## config.mk

```make
export PLATFORM = sky130hd
export DESIGN_NAME = icfu_top
export DESIGN_NICKNAME = d
export VERILOG_FILES = /design/src/icfu_pkg.sv /design/src/icfu_top.sv
export SDC_FILE = /design/constraint.sdc
export NUM_CORES = 1
export LEC_CHECK = 0
export BUFFER_PORTS_ARGS = -buffer_cell sky130_fd_sc_hd__buf_2
export CAP_MARGIN = 40
export CORE_MARGIN = 2
export CORE_UTILIZATION = 46
export CTS_BUF_LIST = sky130_fd_sc_hd__clkbuf_16
export DETAILED_ROUTE_END_ITERATION = 6
export PLACE_DENSITY = 0.72
export RECOVER_POWER = 50
export SLEW_MARGIN = 20
export SYNTH_ARGS = -nofsm -noshare
export SYNTH_HDL_FRONTEND = slang
export SYNTH_SLANG_ARGS = --single-unit
```

## constraint.sdc

```tcl
create_clock -name ref_clk -period 3.39 [get_ports ref_clk]
set_input_delay 0.678 -clock ref_clk [delete_from_list [all_inputs] [get_ports ref_clk]]
set_output_delay 0.678 -clock ref_clk [all_outputs]
set_load 0.02 [all_outputs]
```

## src/icfu_pkg.sv

```systemverilog
package icfu_pkg;

    // ========================================================
    // register byte offsets
    localparam logic [11:0] ICFU_OFS_CTRL1 = 12'h000;
    localparam logic [11:0] ICFU_OFS_CTRL2 = 12'h004;
    localparam logic [11:0] ICFU_OFS_FIFO = 12'h008;
    localparam logic [11:0] ICFU_OFS_COUNTER = 12'h00C;

    // ========================================================
    // capture_control_one fields
    localparam int ICFU_C1_MODE_LSB = 0;
    localparam int ICFU_C1_NOT_EMPTY = 3;
    localparam int ICFU_C1_OVERFLOW = 4;
    localparam int ICFU_C1_PACE_LSB = 5;
    localparam int ICFU_C1_TB_LSB = 10;
    localparam int ICFU_C1_IDLE_HALT = 13;

    // ========================================================
    // capture_control_two fields
    localparam int ICFU_C2_SYNC_LSB = 0;
    localparam int ICFU_C2_TRIG_STATUS = 6;
    localparam int ICFU_C2_TRIG_NOT_SYNC = 7;
    localparam int ICFU_C2_CASCADE = 8;

    // ========================================================
    // reset values
    localparam logic [15:0] ICFU_C1_RESET = 16'h0000;
    localparam logic [4:0] ICFU_SYNC_SEL_RESET = 5'h0D;
    localparam logic [4:0] ICFU_SYNC_OFF = 5'h00;

    // ========================================================
    // capture modes
    localparam logic [2:0] ICFU_MODE_OFF = 3'h0;
    localparam logic [2:0] ICFU_MODE_EVERY_EDGE = 3'h1;
    localparam logic [2:0] ICFU_MODE_FALL = 3'h2;
    localparam logic [2:0] ICFU_MODE_RISE = 3'h3;
    localparam logic [2:0] ICFU_MODE_RISE_4 = 3'h4;
    localparam logic [2:0] ICFU_MODE_RISE_16 = 3'h5;
    localparam logic [2:0] ICFU_MODE_UNUSED = 3'h6;
    localparam logic [2:0] ICFU_MODE_WAKE_IRQ = 3'h7;

    // ========================================================
    // time base codes
    localparam logic [2:0] ICFU_TB_TIMER3 = 3'h0;
    localparam logic [2:0] ICFU_TB_TIMER2 = 3'h1;
    localparam logic [2:0] ICFU_TB_TIMER4 = 3'h2;
    localparam logic [2:0] ICFU_TB_TIMER5 = 3'h3;
    localparam logic [2:0] ICFU_TB_TIMER1 = 3'h4;
    localparam logic [2:0] ICFU_TB_PERIPH = 3'h7;

    // ========================================================
    // counts
    localparam logic [15:0] ICFU_CNT_MAX = 16'hFFFF;
    localparam logic [3:0] ICFU_PRESC_4_LAST = 4'h3;
    localparam logic [3:0] ICFU_PRESC_16_LAST = 4'hF;

endpackage

```

## src/icfu_top.sv

```systemverilog
// The register addresses and the APB interface to the registers are this design's own decisions.
module icfu_top
    import icfu_pkg::*;
#(
    parameter int DEPTH = 4,
    parameter bit UNIT_IS_EVEN = 1'b0
) (
    // clock and reset
    input wire logic ref_clk,
    input wire logic nrst,
    // apb slave
    input wire logic psel,
    input wire logic penable,
    input wire logic pwrite,
    input wire logic [11:0] paddr,
    input wire logic [31:0] pwdata,
    output logic [31:0] prdata,
    output logic pready,
    output logic pslverr,
    // capture pin and system state
    input wire logic capture_input,
    input wire logic cpu_idle,
    input wire logic cpu_sleep,
    // time base ticks: timer1..timer5 in bits 0..4
    input wire logic [4:0] timer_tick,
    // sync and trigger sources, index 1..31
    input wire logic [31:1] sync_event,
    // cascade link from the odd partner (used by an even unit)
    input wire logic cas_roll_in,
    input wire logic cas_cap_in,
    input wire logic cas_clr_in,
    // cascade link to the even partner
    output logic cas_roll_out,
    output logic cas_cap_out,
    output logic cas_clr_out,
    // capture interrupt
    output logic capture_irq
);

    localparam int PW = $clog2(DEPTH);

    // ========================================================
    // configuration registers
    logic [2:0] capture_mode_sel_r;
    logic [1:0] captures_per_irq_r;
    logic [2:0] timebase_sel_r;
    logic idle_halt_r;
    logic [4:0] sync_source_sel_r;
    logic trigger_not_sync_r;
    logic trigger_status_r;
    logic cascade_en_r;
    logic capture_overflow_r;
    logic armed_r;

    logic [15:0] capture_counter_r;
    logic pin_prev_r;
    logic [3:0] presc_r;
    logic [1:0] pace_r;

    logic [15:0] fifo_mem [DEPTH];
    logic [PW-1:0] wr_ptr_r;
    logic [PW-1:0] rd_ptr_r;
    logic [PW:0] fill_r;
    logic pop_pending_r;

    // ========================================================
    // mode decode
    logic slave;
    logic mode_on;
    logic halted;
    logic src_zero;
    logic sync_hit;
    logic sync_mode;
    logic hold_zero;
    logic clr_cond;
    logic tick;
    logic run;
    logic rise;
    logic fall;
    logic cap_evt;
    logic push;
    logic pop;
    logic fifo_full;
    logic fifo_empty;
    logic setup;
    logic access;
    logic wr_c1;
    logic wr_c2;

    function automatic logic tb_pick(input logic [2:0] sel, input logic [4:0] t);
        case (sel)
            ICFU_TB_TIMER3: tb_pick = t[2];
            ICFU_TB_TIMER2: tb_pick = t[1];
            ICFU_TB_TIMER4: tb_pick = t[3];
            ICFU_TB_TIMER5: tb_pick = t[4];
            ICFU_TB_TIMER1: tb_pick = t[0];
            ICFU_TB_PERIPH: tb_pick = 1'b1;
            default: tb_pick = 1'b0;
        endcase
    endfunction

    assign slave = UNIT_IS_EVEN && cascade_en_r;
    assign mode_on = (capture_mode_sel_r != ICFU_MODE_OFF) &&
                     (capture_mode_sel_r != ICFU_MODE_UNUSED) &&
                     (capture_mode_sel_r != ICFU_MODE_WAKE_IRQ);
    // idle halt freezes counter and capture, it does not clear them
    assign halted = idle_halt_r && cpu_idle;
    assign src_zero = (sync_source_sel_r == ICFU_SYNC_OFF);
    // source 0 has no event line; the guard keeps that index out of play
    assign sync_hit = !src_zero && sync_event[sync_source_sel_r];
    assign sync_mode = !src_zero && !trigger_not_sync_r;
    assign hold_zero = !mode_on || (trigger_not_sync_r && !trigger_status_r) ||
                       (sync_mode && cascade_en_r && !armed_r);
    assign clr_cond = slave ? cas_clr_in : (hold_zero || (sync_mode && sync_hit));
    // an even unit in cascade counts the odd unit's wraps, not its own time base
    assign tick = slave ? cas_roll_in : (tb_pick(timebase_sel_r, timer_tick) && !halted);
    assign run = !clr_cond && tick;

    assign rise = capture_input && !pin_prev_r;
    assign fall = !capture_input && pin_prev_r;

    always_comb begin
        cap_evt = 1'b0;
        if (slave) begin
            cap_evt = cas_cap_in;
        end else if (!hold_zero && !halted) begin
            case (capture_mode_sel_r)
                ICFU_MODE_EVERY_EDGE: cap_evt = rise || fall;
                ICFU_MODE_FALL: cap_evt = fall;
                ICFU_MODE_RISE: cap_evt = rise;
                ICFU_MODE_RISE_4: cap_evt = rise && (presc_r[1:0] == ICFU_PRESC_4_LAST[1:0]);
                ICFU_MODE_RISE_16: cap_evt = rise && (presc_r == ICFU_PRESC_16_LAST);
                default: cap_evt = 1'b0;
            endcase
        end
    end

    assign fifo_full = (fill_r == (PW + 1)'(DEPTH));
    assign fifo_empty = (fill_r == '0);
    assign push = cap_evt && !fifo_full;
    assign setup = psel && !penable;
    assign access = psel && penable && pready;
    // the pop lands at the access edge, matching the value latched at setup
    assign pop = access && pop_pending_r;
    // writes land at the same access edge
    assign wr_c1 = access && pwrite && (paddr == ICFU_OFS_CTRL1);
    assign wr_c2 = access && pwrite && (paddr == ICFU_OFS_CTRL2);

    // ========================================================
    // configuration writes
    always_ff @(posedge ref_clk) begin
        if (!nrst) begin
            capture_mode_sel_r <= ICFU_C1_RESET[ICFU_C1_MODE_LSB +: 3];
            captures_per_irq_r <= ICFU_C1_RESET[ICFU_C1_PACE_LSB +: 2];
            timebase_sel_r <= ICFU_C1_RESET[ICFU_C1_TB_LSB +: 3];
            idle_halt_r <= ICFU_C1_RESET[ICFU_C1_IDLE_HALT];
        end else if (wr_c1) begin
            capture_mode_sel_r <= pwdata[ICFU_C1_MODE_LSB +: 3];
            captures_per_irq_r <= pwdata[ICFU_C1_PACE_LSB +: 2];
            timebase_sel_r <= pwdata[ICFU_C1_TB_LSB +: 3];
            idle_halt_r <= pwdata[ICFU_C1_IDLE_HALT];
        end
    end

    always_ff @(posedge ref_clk) begin
        if (!nrst) begin
            sync_source_sel_r <= ICFU_SYNC_SEL_RESET;
            trigger_not_sync_r <= 1'b0;
            cascade_en_r <= 1'b0;
        end else if (wr_c2) begin
            sync_source_sel_r <= pwdata[ICFU_C2_SYNC_LSB +: 5];
            trigger_not_sync_r <= pwdata[ICFU_C2_TRIG_NOT_SYNC];
            cascade_en_r <= pwdata[ICFU_C2_CASCADE];
        end
    end

    // trigger status: hardware or software set, software clear; set wins
    always_ff @(posedge ref_clk) begin
        if (!nrst) begin
            trigger_status_r <= 1'b0;
        end else if (mode_on && trigger_not_sync_r && sync_hit) begin
            trigger_status_r <= 1'b1;
        end else if (wr_c2) begin
            trigger_status_r <= pwdata[ICFU_C2_TRIG_STATUS];
        end
    end

    // cascaded sync units stay in reset until the first sync event
    always_ff @(posedge ref_clk) begin
        if (!nrst || !mode_on || !cascade_en_r) begin
            armed_r <= 1'b0;
        end else if (sync_hit) begin
            armed_r <= 1'b1;
        end
    end

    // ========================================================
    // counter
    always_ff @(posedge ref_clk) begin
        if (!nrst || clr_cond) begin
            capture_counter_r <= '0;
        end else if (tick) begin
            capture_counter_r <= capture_counter_r + 16'h0001;
        end
    end

    // cascade link to the even partner, registered one cycle behind; the even unit uses it unregistered
    always_ff @(posedge ref_clk) begin
        if (!nrst) begin
            cas_roll_out <= 1'b0;
            cas_cap_out <= 1'b0;
            cas_clr_out <= 1'b1;
        end else begin
            cas_roll_out <= run && (capture_counter_r == ICFU_CNT_MAX);
            cas_cap_out <= cap_evt;
            cas_clr_out <= clr_cond;
        end
    end

    // ========================================================
    // edge detection and prescaler
    // previous sample resets low, the idle level of the pin, so no false edge
    always_ff @(posedge ref_clk) begin
        if (!nrst) begin
            pin_prev_r <= 1'b0;
        end else begin
            pin_prev_r <= capture_input;
        end
    end

    always_ff @(posedge ref_clk) begin
        if (!nrst || !mode_on) begin
            presc_r <= '0;
        end else if (rise && !hold_zero && !halted) begin
            presc_r <= presc_r + 4'h1;
        end
    end

    // ========================================================
    // capture FIFO
    // storage needs no reset: pointers and fill count decide what is valid
    always_ff @(posedge ref_clk) begin
        if (push) begin
            fifo_mem[wr_ptr_r] <= capture_counter_r;
        end
    end

    always_ff @(posedge ref_clk) begin
        if (!nrst || (!mode_on && !slave)) begin
            wr_ptr_r <= '0;
            rd_ptr_r <= '0;
            fill_r <= '0;
        end else begin
            if (push) begin
                wr_ptr_r <= (wr_ptr_r == PW'(DEPTH - 1)) ? '0 : wr_ptr_r + PW'(1);
            end
            if (pop) begin
                rd_ptr_r <= (rd_ptr_r == PW'(DEPTH - 1)) ? '0 : rd_ptr_r + PW'(1);
            end
            fill_r <= fill_r + (PW + 1)'(push) - (PW + 1)'(pop);
        end
    end

    // overflow: capture into a full FIFO sets it; emptying by read clears it
    always_ff @(posedge ref_clk) begin
        if (!nrst || (!mode_on && !slave)) begin
            capture_overflow_r <= 1'b0;
        end else if (cap_evt && fifo_full) begin
            capture_overflow_r <= 1'b1;
        end else if (pop && fill_r == (PW + 1)'(1) && !push) begin
            capture_overflow_r <= 1'b0;
        end
    end

    // ========================================================
    // interrupt pacing and wake interrupt
    // the wake interrupt needs no running counter, so it skips mode_on
    always_ff @(posedge ref_clk) begin
        if (!nrst || !mode_on || slave) begin
            pace_r <= '0;
        end else if (cap_evt) begin
            pace_r <= (pace_r == captures_per_irq_r) ? 2'h0 : pace_r + 2'h1;
        end
    end

    always_ff @(posedge ref_clk) begin
        if (!nrst || slave) begin
            capture_irq <= 1'b0;
        end else if (capture_mode_sel_r == ICFU_MODE_WAKE_IRQ) begin
            capture_irq <= rise && (cpu_idle || cpu_sleep);
        end else if (capture_mode_sel_r == ICFU_MODE_EVERY_EDGE) begin
            capture_irq <= cap_evt;
        end else begin
            capture_irq <= cap_evt && (pace_r == captures_per_irq_r);
        end
    end

    // ========================================================
    // apb slave: answers in the first access cycle
    always_ff @(posedge ref_clk) begin
        if (!nrst) begin
            pready <= 1'b0;
            pslverr <= 1'b0;
            prdata <= '0;
            pop_pending_r <= 1'b0;
        end else if (setup) begin
            pready <= 1'b1;
            pslverr <= 1'b0;
            prdata <= '0;
            pop_pending_r <= 1'b0;
            case (paddr)
                ICFU_OFS_CTRL1: begin
                    if (!pwrite) begin
                        prdata[ICFU_C1_MODE_LSB +: 3] <= capture_mode_sel_r;
                        prdata[ICFU_C1_NOT_EMPTY] <= !fifo_empty;
                        prdata[ICFU_C1_OVERFLOW] <= capture_overflow_r;
                        prdata[ICFU_C1_PACE_LSB +: 2] <= captures_per_irq_r;
                        prdata[ICFU_C1_TB_LSB +: 3] <= timebase_sel_r;
                        prdata[ICFU_C1_IDLE_HALT] <= idle_halt_r;
                    end
                end
                ICFU_OFS_CTRL2: begin
                    if (!pwrite) begin
                        prdata[ICFU_C2_SYNC_LSB +: 5] <= sync_source_sel_r;
                        prdata[ICFU_C2_TRIG_STATUS] <= trigger_status_r;
                        prdata[ICFU_C2_TRIG_NOT_SYNC] <= trigger_not_sync_r;
                        prdata[ICFU_C2_CASCADE] <= cascade_en_r;
                    end
                end
                ICFU_OFS_FIFO: begin
                    if (!pwrite && !fifo_empty) begin
                        prdata[15:0] <= fifo_mem[rd_ptr_r];
                        pop_pending_r <= 1'b1;
                    end
                end
                ICFU_OFS_COUNTER: begin
                    if (!pwrite) begin
                        prdata[15:0] <= capture_counter_r;
                    end
                end
                default: pslverr <= 1'b1;
            endcase
        end else begin
            pready <= 1'b0;
            pslverr <= 1'b0;
            pop_pending_r <= 1'b0;
        end
    end

endmodule

```

# Yosys cells after proc, flatten, opt, wreduce, memory -nomap -nowiden
# Memories as Yosys holds them, arrays and structs flattened. A register that Yosys moved wholly into a read port is not among the register bits.
# Index checks and enable logic that the tools add are counted.
[word_totals]
ff_bits = 72
ram_bits = 64
input_bits = 91
wordCells = 162
memories = 1
[op_classes]
add_sub_neg = 7
magnitude_cmp = 1
eq_ne = 24
mux = 34
n_reduce_logical = 70
[memory_table]
columns = ["memory", "words", "word_bits", "read_ports", "rd_ports_with_merged_regs", "write_ports", "line_no", "source"]
rows = [
  ["fifo_mem", 4, 16, 1, 1, 1, "icfu_top.sv:60", "logic [15:0] fifo_mem [DEPTH];"],
]
[op_table]
columns = ["op", "count"]
rows = [
  ["$logic_and 1x1->1", 35],
  ["$mux 16", 2],
  ["$eq 12x4->1 const B", 2],
  ["$pmux 5 s4", 1],
  ["$eq 3x3->1 const B", 6],
  ["$logic_not 1->1", 17],
  ["$add 16x1->16 const B", 1],
  ["$eq 16x16->1 const B", 1],
  ["$mux 1", 13],
  ["$eq 12x3->1 const B", 1],
  ["$eq 3x2->1 const B", 4],
  ["$logic_not 12->1", 1],
  ["$pmux 4 s3", 1],
  ["$mux 2", 5],
  ["$eq 3x1->1 const B", 3],
  ["$logic_or 1x1->1", 8],
  ["$mux 7", 1],
  ["$add 2x1->2 const B", 3],
  ["$eq 2x2->1 const B", 3],
  ["$logic_not 3->1", 2],
  ["$lt 5x6->1 const B", 1],
  ["$ne 3x3->1 const B", 2],
  ["$pmux 1 s6", 1],
  ["$pmux 2 s3", 1],
  ["other kinds (20)", 21],
]

# Longest topological paths before layout
# Gate-level depths: netlist of the first run.
[depth]
word_depth = 14
mapped_depth = 14
depth_no_buf = 14

# Worst setup path before layout of the first run
# No wires, ideal clock.
[synth_path]
kind = "input port to flip-flop"
from = "input cpu_idle"
to = "register fill_r[2]"
arrival_ns = 3.084
required_ns = 3.262
setup_slack_ns = 0.179
stages = 12
path_buffers = 0
cell_sequence = "and2_1 -> a2111oi_0 -> nand2_1 -> nor3_2 -> inv_1 -> ha_1 -> inv_1 -> ha_1 -> fa_1 -> xnor2_1 -> xnor2_1 -> nor2_1"
[synth_between]
elab_chain_len = 7
[synth_rtl]
columns = ["item", "line_no", "source"]
rows = [
  ["from (decl)", "icfu_top.sv:22", "input wire logic cpu_idle,"],
  ["$logic_and 1x1->1", "icfu_top.sv:107", "assign halted = idle_halt_r && cpu_idle;"],
  ["$logic_not 1->1", "icfu_top.sv:126", "end else if (!hold_zero && !halted) begin"],
  ["$logic_and 1x1->1", "icfu_top.sv:126", ""],
  ["$mux 1", "icfu_top.sv:126", ""],
  ["$logic_and 1x1->1", "icfu_top.sv:140", "assign push = cap_evt && !fifo_full;"],
  ["$add 3x1->3", "icfu_top.sv:260", "fill_r <= fill_r + (PW + 1)'(push) - (PW + 1)'(pop);"],
  ["$sub 3x1->3", "icfu_top.sv:260", ""],
  ["to (signal assigned)", "icfu_top.sv:260", ""],
  ["to (decl)", "icfu_top.sv:63", "logic [PW:0] fill_r;"],
]
# Every way passes these cells.
# A chain may end at the register's enable or synchronous reset.

# Final worst setup path of the first run
[layout_path]
from = "register capture_mode_sel_r[1]"
to = "register fill_r[2]"
[layout_between]
elab_chain_len = 12
elab_cells_between_ends = 21
[layout_rtl]
columns = ["item", "line_no", "source"]
rows = [
  ["from (decl)", "icfu_top.sv:44", "logic [2:0] capture_mode_sel_r;"],
  ["from (signal assigned)", "icfu_top.sv:153", "capture_mode_sel_r <= ICFU_C1_RESET[ICFU_C1_MODE_LSB +: 3];"],
  ["from (signal assigned)", "icfu_top.sv:158", "capture_mode_sel_r <= pwdata[ICFU_C1_MODE_LSB +: 3];"],
  ["$ne 3x3->1 / $reduce_bool 3->1 (equally long branches)", "icfu_top.sv:104, icfu_top.sv:103", ""],
  ["$logic_and 1x1->1", "icfu_top.sv:103", "assign mode_on = (capture_mode_sel_r != ICFU_MODE_OFF) &&"],
  ["$logic_and 1x1->1", "icfu_top.sv:104", "(capture_mode_sel_r != ICFU_MODE_UNUSED) &&"],
  ["$logic_not 1->1", "icfu_top.sv:112, icfu_top.sv:249", ""],
  ["$logic_or 1x1->1 (2 in series)", "icfu_top.sv:112", "assign hold_zero = !mode_on || (trigger_not_sync_r && !trigger_status_r) ||"],
  ["$logic_not 1->1", "icfu_top.sv:126", ""],
  ["$logic_and 1x1->1", "icfu_top.sv:126", ""],
  ["$mux 1", "icfu_top.sv:126", ""],
  ["$logic_and 1x1->1", "icfu_top.sv:140", ""],
  ["$add 3x1->3", "icfu_top.sv:260", ""],
  ["$sub 3x1->3", "icfu_top.sv:260", ""],
]
# Parallel ways exist; a longest one is shown, timed or not.

==> flow_summary.yaml, run 1 <==
status:
  status: "complete, no violations"
timing:
  finalCritPeriodShare_pct: 87.35
  min_period_ns: 2.961
  setup_violations: 0
  hold_violations: 0
  slew_headroom_pct: 0.8319
  grt_setup_unrepaired: "false"
  max_clock_freq_mhz: 337.7
  skew_ns: 0.01184
  worst_pin_slew_ns: 1.488
  setup_tns_ns: 0
  maxSlewViolCount: 0
cells_and_area:
  finalNonFillerCells: 836
  n_fill_cell: 1165
  multi_input_area_sq_mm: 0.002928
  ff_latch_area_sq_mm: 0.003403
  layout_commonest_cell: "dfxtp_1"
  drive_gt1_share_pct: 23.78
  num_antenna_cells: 0
  syn2layout_area_growth_pct: 17.23
  num-nets-final: 746
  final_cell_mix: "dfxtp_1, buf_2, edfxtp_1, nand2_1, clkbuf_1"
clock_tree:
  root_buffer: "clkbuf_16"
  h-tree-depth: 4
  cts-buffers-inserted: 17
  cts_hold_repair.buffers: 0
  clk_latency_ns: 0.42
  cts_tree: "yes"
  cts.repair.resized: 0
  cts_buffer_depth: 2
  clk_pin_slew_ns: 0.06
  clock-sinks: 138
  cts_setup_buffers: 0
global_routing:
  grt_max_degree: 36
  grt_overflow: 0
  grt_pass1_wl_um: 23750
  grtUsageTotal_pct: 20.83
  grt_pass1_vias: 4611
  antenna_found_initial: 0
floorplan:
  core_area_sq_mm: 0.01399
  die_x_um: 124.0
  initial_core_util_pct: 47.39
  die_h_um: 124.0
  io_pins: 129
  num_rows: 43
  die_area_sq_mm: 0.01539
synthesis:
  synthCells: 542
  synth_cell_types: 69
  yosysSeqAreaShare_pct: 51.34
  async_flop_share_pct: 0
  synth_edf_count: 64
  yosysWarnings: 0
  synth.avg_cell_area_sq_um: 12.23
  syn_area_sq_mm: 0.006629
  ys_ff_latch: 138
  synth_top_flop_cell: "dfxtp_1"
placement:
  place_congestion: 0.8108
  port_buffers: 90
  dp.cells: 803
  dp_hpwl_um: 11110
setup_path:
  start_kind: "flop"
  worstPathArrival_ns: 3.26
  max_stage_delay_ns: 0.56
  crit_path_end_kind: "flop"
  crit_fanout: 12
  worstPathRequired_ns: 3.68
  cp_slowest_cell: "dfxtp_1"
  crit_chain: "nor3_1 > a2111oi_0 > buf_4 > nand2_1 > nor3_2 > inv_1 > ha_1 > inv_1 > ha_1 > fa_1 > xnor2_1 > xnor2_1 > nor2_1"
  crit_type: "flop to flop"
route:
  drtIter0Drc: 439
  viasPerCell: 5.772
  route.detailed.drc: 0
  wire_per_inst_um: 18.62
  drtPass1Iterations: 6
  ant_nets: 0
  postRouteWirelength_um: 15570
  dr_total_vias: 4825
power:
  power_density_mw_per_mm2: 464.5
  power_leakage_uw: 0.002966
  irDropWorstVdd_v: 0.0003798
run:
  drv_cap: 0
min_path:
  hp-class: "flop to flop"
synth_stat cells, types with 3 or more instances:
cell type | count | area [sq um]
and2_1 | 25 | 156.4
nor2b_1 | 22 | 137.6
nand3b_1 | 3 | 22.52
or4_1 | 10 | 75.07
mux4_1 | 4 | 105.1
a222oi_1 | 12 | 120.1
a211oi_1 | 6 | 45.04
buf_4 | 17 | 127.6
inv_1 | 18 | 67.56
a22oi_1 | 4 | 30.03
nand2_1 | 40 | 150.1
ha_1 | 11 | 137.6
o31ai_1 | 8 | 60.06
nor3_2 | 12 | 120.1
nor3_1 | 8 | 40.04
mux4_2 | 19 | 427.9
buf_2 | 7 | 35.03
xnor2_1 | 11 | 96.34
and4_1 | 3 | 26.28
nor2_1 | 7 | 26.28
a22o_1 | 11 | 96.34
buf_6 | 4 | 45.04
dfxtp_1 | 74 | 1481
a21oi_1 | 10 | 50.05
nand3_1 | 10 | 50.05
or3_1 | 5 | 31.28
edfxtp_1 | 64 | 1922
mux2i_1 | 22 | 220.2
o21ai_0 | 13 | 65.06
and3_1 | 3 | 18.77
clkbuf_1 | 18 | 67.56
nand4_1 | 8 | 50.05
nor4_1 | 8 | 50.05
metal layers:
| metal | track usage, % | part of all wire [%] |
|---|---|---|
| met5 | 0 | 0 |
| met4 | 7.163 | 2.1 |
| met3 | 5.723 | 7.4 |
| met2 | 32.68 | 48 |
| met1 | 27.90 | 43 |
cell type report:
class | count | area share [%]
repair buffers | 113 | 7.583
clock buffers | 17 | 5.474
clock inverters | 15 | 1.707
well taps | 180 | 2.898
inverters | 18 | 0.8694
multi-input cells | 355 | 37.68
flip-flops and latches | 138 | 43.79
critical path: cells and delay by family, from the launching register on:
kind	cells	cell delay, ns
adders and majority gates	3	0.84
DFF	1	0.56
and+or+nand+nor	4	0.44
AOI/OAI and AO/OA	1	0.39
xor gates and xnor gates	2	0.31
buffers and inverters	3	0.29
state kept, by name, summed over array words and instances (netlist names), 3 cells and up, named ones only:
| name | cells |
|---|---|
| capture_counter_r | 16 |
| capture_mode_sel_r | 3 |
| fifo_mem | 64 |
| fill_r | 3 |
| prdata | 16 |
| presc_r | 4 |
| sync_source_sel_r | 5 |
| timebase_sel_r | 3 |
logic make-up (layout without fill, tap and decap cells):
| family | count (synthesis) | in the layout | share of synthesized area (%) |
|---|---|---|---|
| adders and majority gates | 12 | 12 | 2.378 |
| DFF | 138 | 138 | 51.34 |
| and+or+nand+nor | 183 | 183 | 17.23 |
| other | 1 | 16 | 0.05657 |
| AOI/OAI and AO/OA | 84 | 84 | 10.40 |
| muxes | 47 | 47 | 11.70 |
| xor gates and xnor gates | 13 | 13 | 1.718 |
| buffers and inverters | 64 | 163 | 5.171 |
worst paths after layout:
kind,start,endpoint,slack (ns),cells past startpoint
setup / recovery,capture_mode_sel_r[1]$_SDFFE_PN0P_,fill_r[2]$_SDFF_PP0_,0.43,13
hold / removal,prdata[13]$_SDFFE_PN0P_,prdata[13]$_SDFFE_PN0P_,0.46,2
setup reg to reg,capture_mode_sel_r[1]$_SDFFE_PN0P_,fill_r[2]$_SDFF_PP0_,0.43,13
hold reg to reg,prdata[13]$_SDFFE_PN0P_,prdata[13]$_SDFFE_PN0P_,0.46,2
where the power goes:
| part | switching (uW) | total (uW) | internal [uW] |
|---|---|---|---|
| Clock | 700 | 1770 | 1070 |
| Sequential | 0.830 | 1730 | 1730 |
| Combinational | 65.0 | 115 | 49.8 |
stage by stage:
step	hold slack, ns	util, %	total power (uW)	setup WS [ns]	area (sq um)
after global routing	0.4804	55.55	3712	0.1518	7771
after floorplan	0.4480	-	1838	0.1787	6685
final	0.4644	55.55	3610	0.4287	7771
after CTS	0.4566	55.88	3631	0.4403	7816
after global placement	0.4447	51.78	1877	0.1646	7243
after detailed placement	0.4511	51.89	1881	0.1342	7258
(Power assumes the default switching activity.)
==> run 2: changes to the inputs <==
GPL_TIMING_DRIVEN = 0   (was not set)
==> flow_summary.yaml, run 2 (synthesis results as in run 1) <==
cells_and_area:
  regMostFlops: "fifo_mem"
  n_fill_cell: 1150
  drive_gt1_share_pct: 26.35
  largest_reg_flops: 64
  final_cell_mix: "buf_2, dfxtp_1, edfxtp_1, clkbuf_1, nand2_1"
  layout_commonest_cell: "buf_2"
  finalNonFillerCells: 867
  num-nets-final: 777
  reg.largest.list: "fifo_mem (64), capture_counter_r (16), prdata (16)"
  syn2layout_area_growth_pct: 21.63
  num_antenna_cells: 0
timing:
  finalCritPeriodShare_pct: 92.50
  maxSlewViolCount: 0
  grt_setup_unrepaired: "false"
  fin_ws_ns: 0.2542
  worst_pin_slew_ns: 1.227
  setup_violations: 0
  min_period_ns: 3.136
  hold_violations: 0
  slew_headroom_pct: 17.50
  whs_ns: 0.4684
  skew_ns: 0.005314
  setup_tns_ns: 0
  max_clock_freq_mhz: 318.9
setup_path:
  crit_type: "flop to flop"
  cp_slowest_cell: "or4_1"
  worstPathArrival_ns: 3.43
  crit_path_end_kind: "flop"
  crit_fanout: 10
  crit_chain: "buf_6 > or4_1 > o211ai_2 > nand2_1 > nor3_4 > inv_1 > ha_1 > inv_1 > ha_1 > fa_1 > xnor2_1 > xnor2_1 > nor2_1"
  rr_startpoint: "sync_source_sel_r[0]$_SDFFE_PN1P_"
  max_stage_delay_ns: 0.54
  r2r_cells: 13
  r2r_end: "fill_r[2]$_SDFF_PP0_"
  critPathLaunch: "sync_source_sel_r[0]$_SDFFE_PN1P_"
  r2r_setup_slack_ns: 0.25
  start_kind: "flop"
  worstPathRequired_ns: 3.69
placement:
  dp_slack_ns: -0.4645
  place_congestion: 0.8378
  dp.cells: 826
  port_buffers: 89
  dp_hpwl_um: 11670
status:
  status: "complete, no violations"
floorplan:
  die_h_um: 124.0
  core_area_sq_mm: 0.01399
  num_rows: 43
  die_area_sq_mm: 0.01539
  io_pins: 129
  die_x_um: 124.0
  initial_core_util_pct: 47.39
global_routing:
  grt_pass1_wl_um: 24280
  grt_pass1_vias: 4657
  antenna_found_initial: 0
  grt_max_degree: 17
  grt_overflow: 0
  grtUsageTotal_pct: 21.46
power:
  p_total_uw: 3885
  power_density_mw_per_mm2: 481.8
  irDropWorstVdd_v: 0.0003553
  power_leakage_uw: 0.003113
route:
  drtIter0Drc: 523
  route.detailed.drc: 0
  wire_per_inst_um: 18.59
  drtPass1Iterations: 6
  postRouteWirelength_um: 16110
  ant_nets: 0
  dr_total_vias: 4925
  viasPerCell: 5.681
clock_tree:
  h-tree-depth: 4
  clock-sinks: 138
  cts-buffers-inserted: 17
  cts_hold_repair.buffers: 0
  cts_tree: "yes"
  clk_pin_slew_ns: 0.06
  clk_latency_ns: 0.42
  cts_buffer_depth: 2
  root_buffer: "clkbuf_16"
min_path:
  min_to: "sync_source_sel_r[3]$_SDFFE_PN1P_"
  min_from: "pwdata[3]"
  holdPathStages: 3
  hp-class: "primary input to flop"
run:
  drv_cap: 0
## run 2: power by group
group | total, uW | leakage (uW) | internal, uW | switching [uW]
combinational | 132 | 0.00149 | 62.7 | 69.0
sequential | 1730 | 0.00132 | 1730 | 0.813
clock | 2020 | 0.000302 | 1300 | 719
total | 3880 | 0.00311 | 3100 | 789
## run 2: what timing repair did
item / 4_1_cts / 5_1_grt
setup endpoints to repair: 1 / 2
buffers inserted: 0 / 3
gates resized for setup: 1 / 2
pin swaps: 0 / 1
## run 2: worst max-delay path, delay by kind of cell, from the launching register on
kind                       cells  cell delay, ns
DFF                            1            0.30
AOI/OAI and AO/OA              1            0.23
adders and majority gates      3            0.86
and+or+nand+nor                4            1.04
buffers and inverters          3            0.27
xor gates and xnor gates       2            0.31
## run 2: layer usage
metal | GRT usage [%] | share of wire (%) | wire length, um
met3 | 4.945 | 5.9 | 949
met4 | 7.233 | 1.7 | 266
met5 | 0 | 0 | 0
met2 | 35.25 | 51 | 8140
met1 | 28.07 | 42 | 6757
## run 2: worst max path at each step
| stage | end | slack (ns) | cells past startpoint |
|---|---|---|---|
| finish | fill_r[2]$_SDFF_PP0_ | 0.25 | 13 |
| detailed placement | fill_r[2]$_SDFF_PP0_ | -0.46 | 13 |
| floorplan | fill_r[2]$_SDFF_PP0_ | 0.18 | 12 |
| CTS | fill_r[2]$_SDFF_PP0_ | 0.04 | 12 |
| global placement | fill_r[2]$_SDFF_PP0_ | -0.36 | 13 |
| global route | fill_r[2]$_SDFF_PP0_ | 0.03 | 13 |
## run 2: per-stage QoR
stage	cell area (sq um)	utilization, %
after floorplan	6685	-
after global placement	7356	52.59
after detailed placement	7356	52.59
after CTS	8004	57.22
after global routing	8063	57.64
final	8063	57.64
## run 2: final cells by class
type	instances	area, sq um	share of cell area (%)
Timing Repair Buffer	98	506.7	6.285
Clock inverter	15	221.5	2.747
Tap cell	180	225.2	2.793
Sequential cell	138	3403	42.21
Buffer	46	275.3	3.414
Clock buffer	17	425.4	5.276
Inverter	18	67.56	0.8380
Multi-Input combinational cell	355	2938	36.44
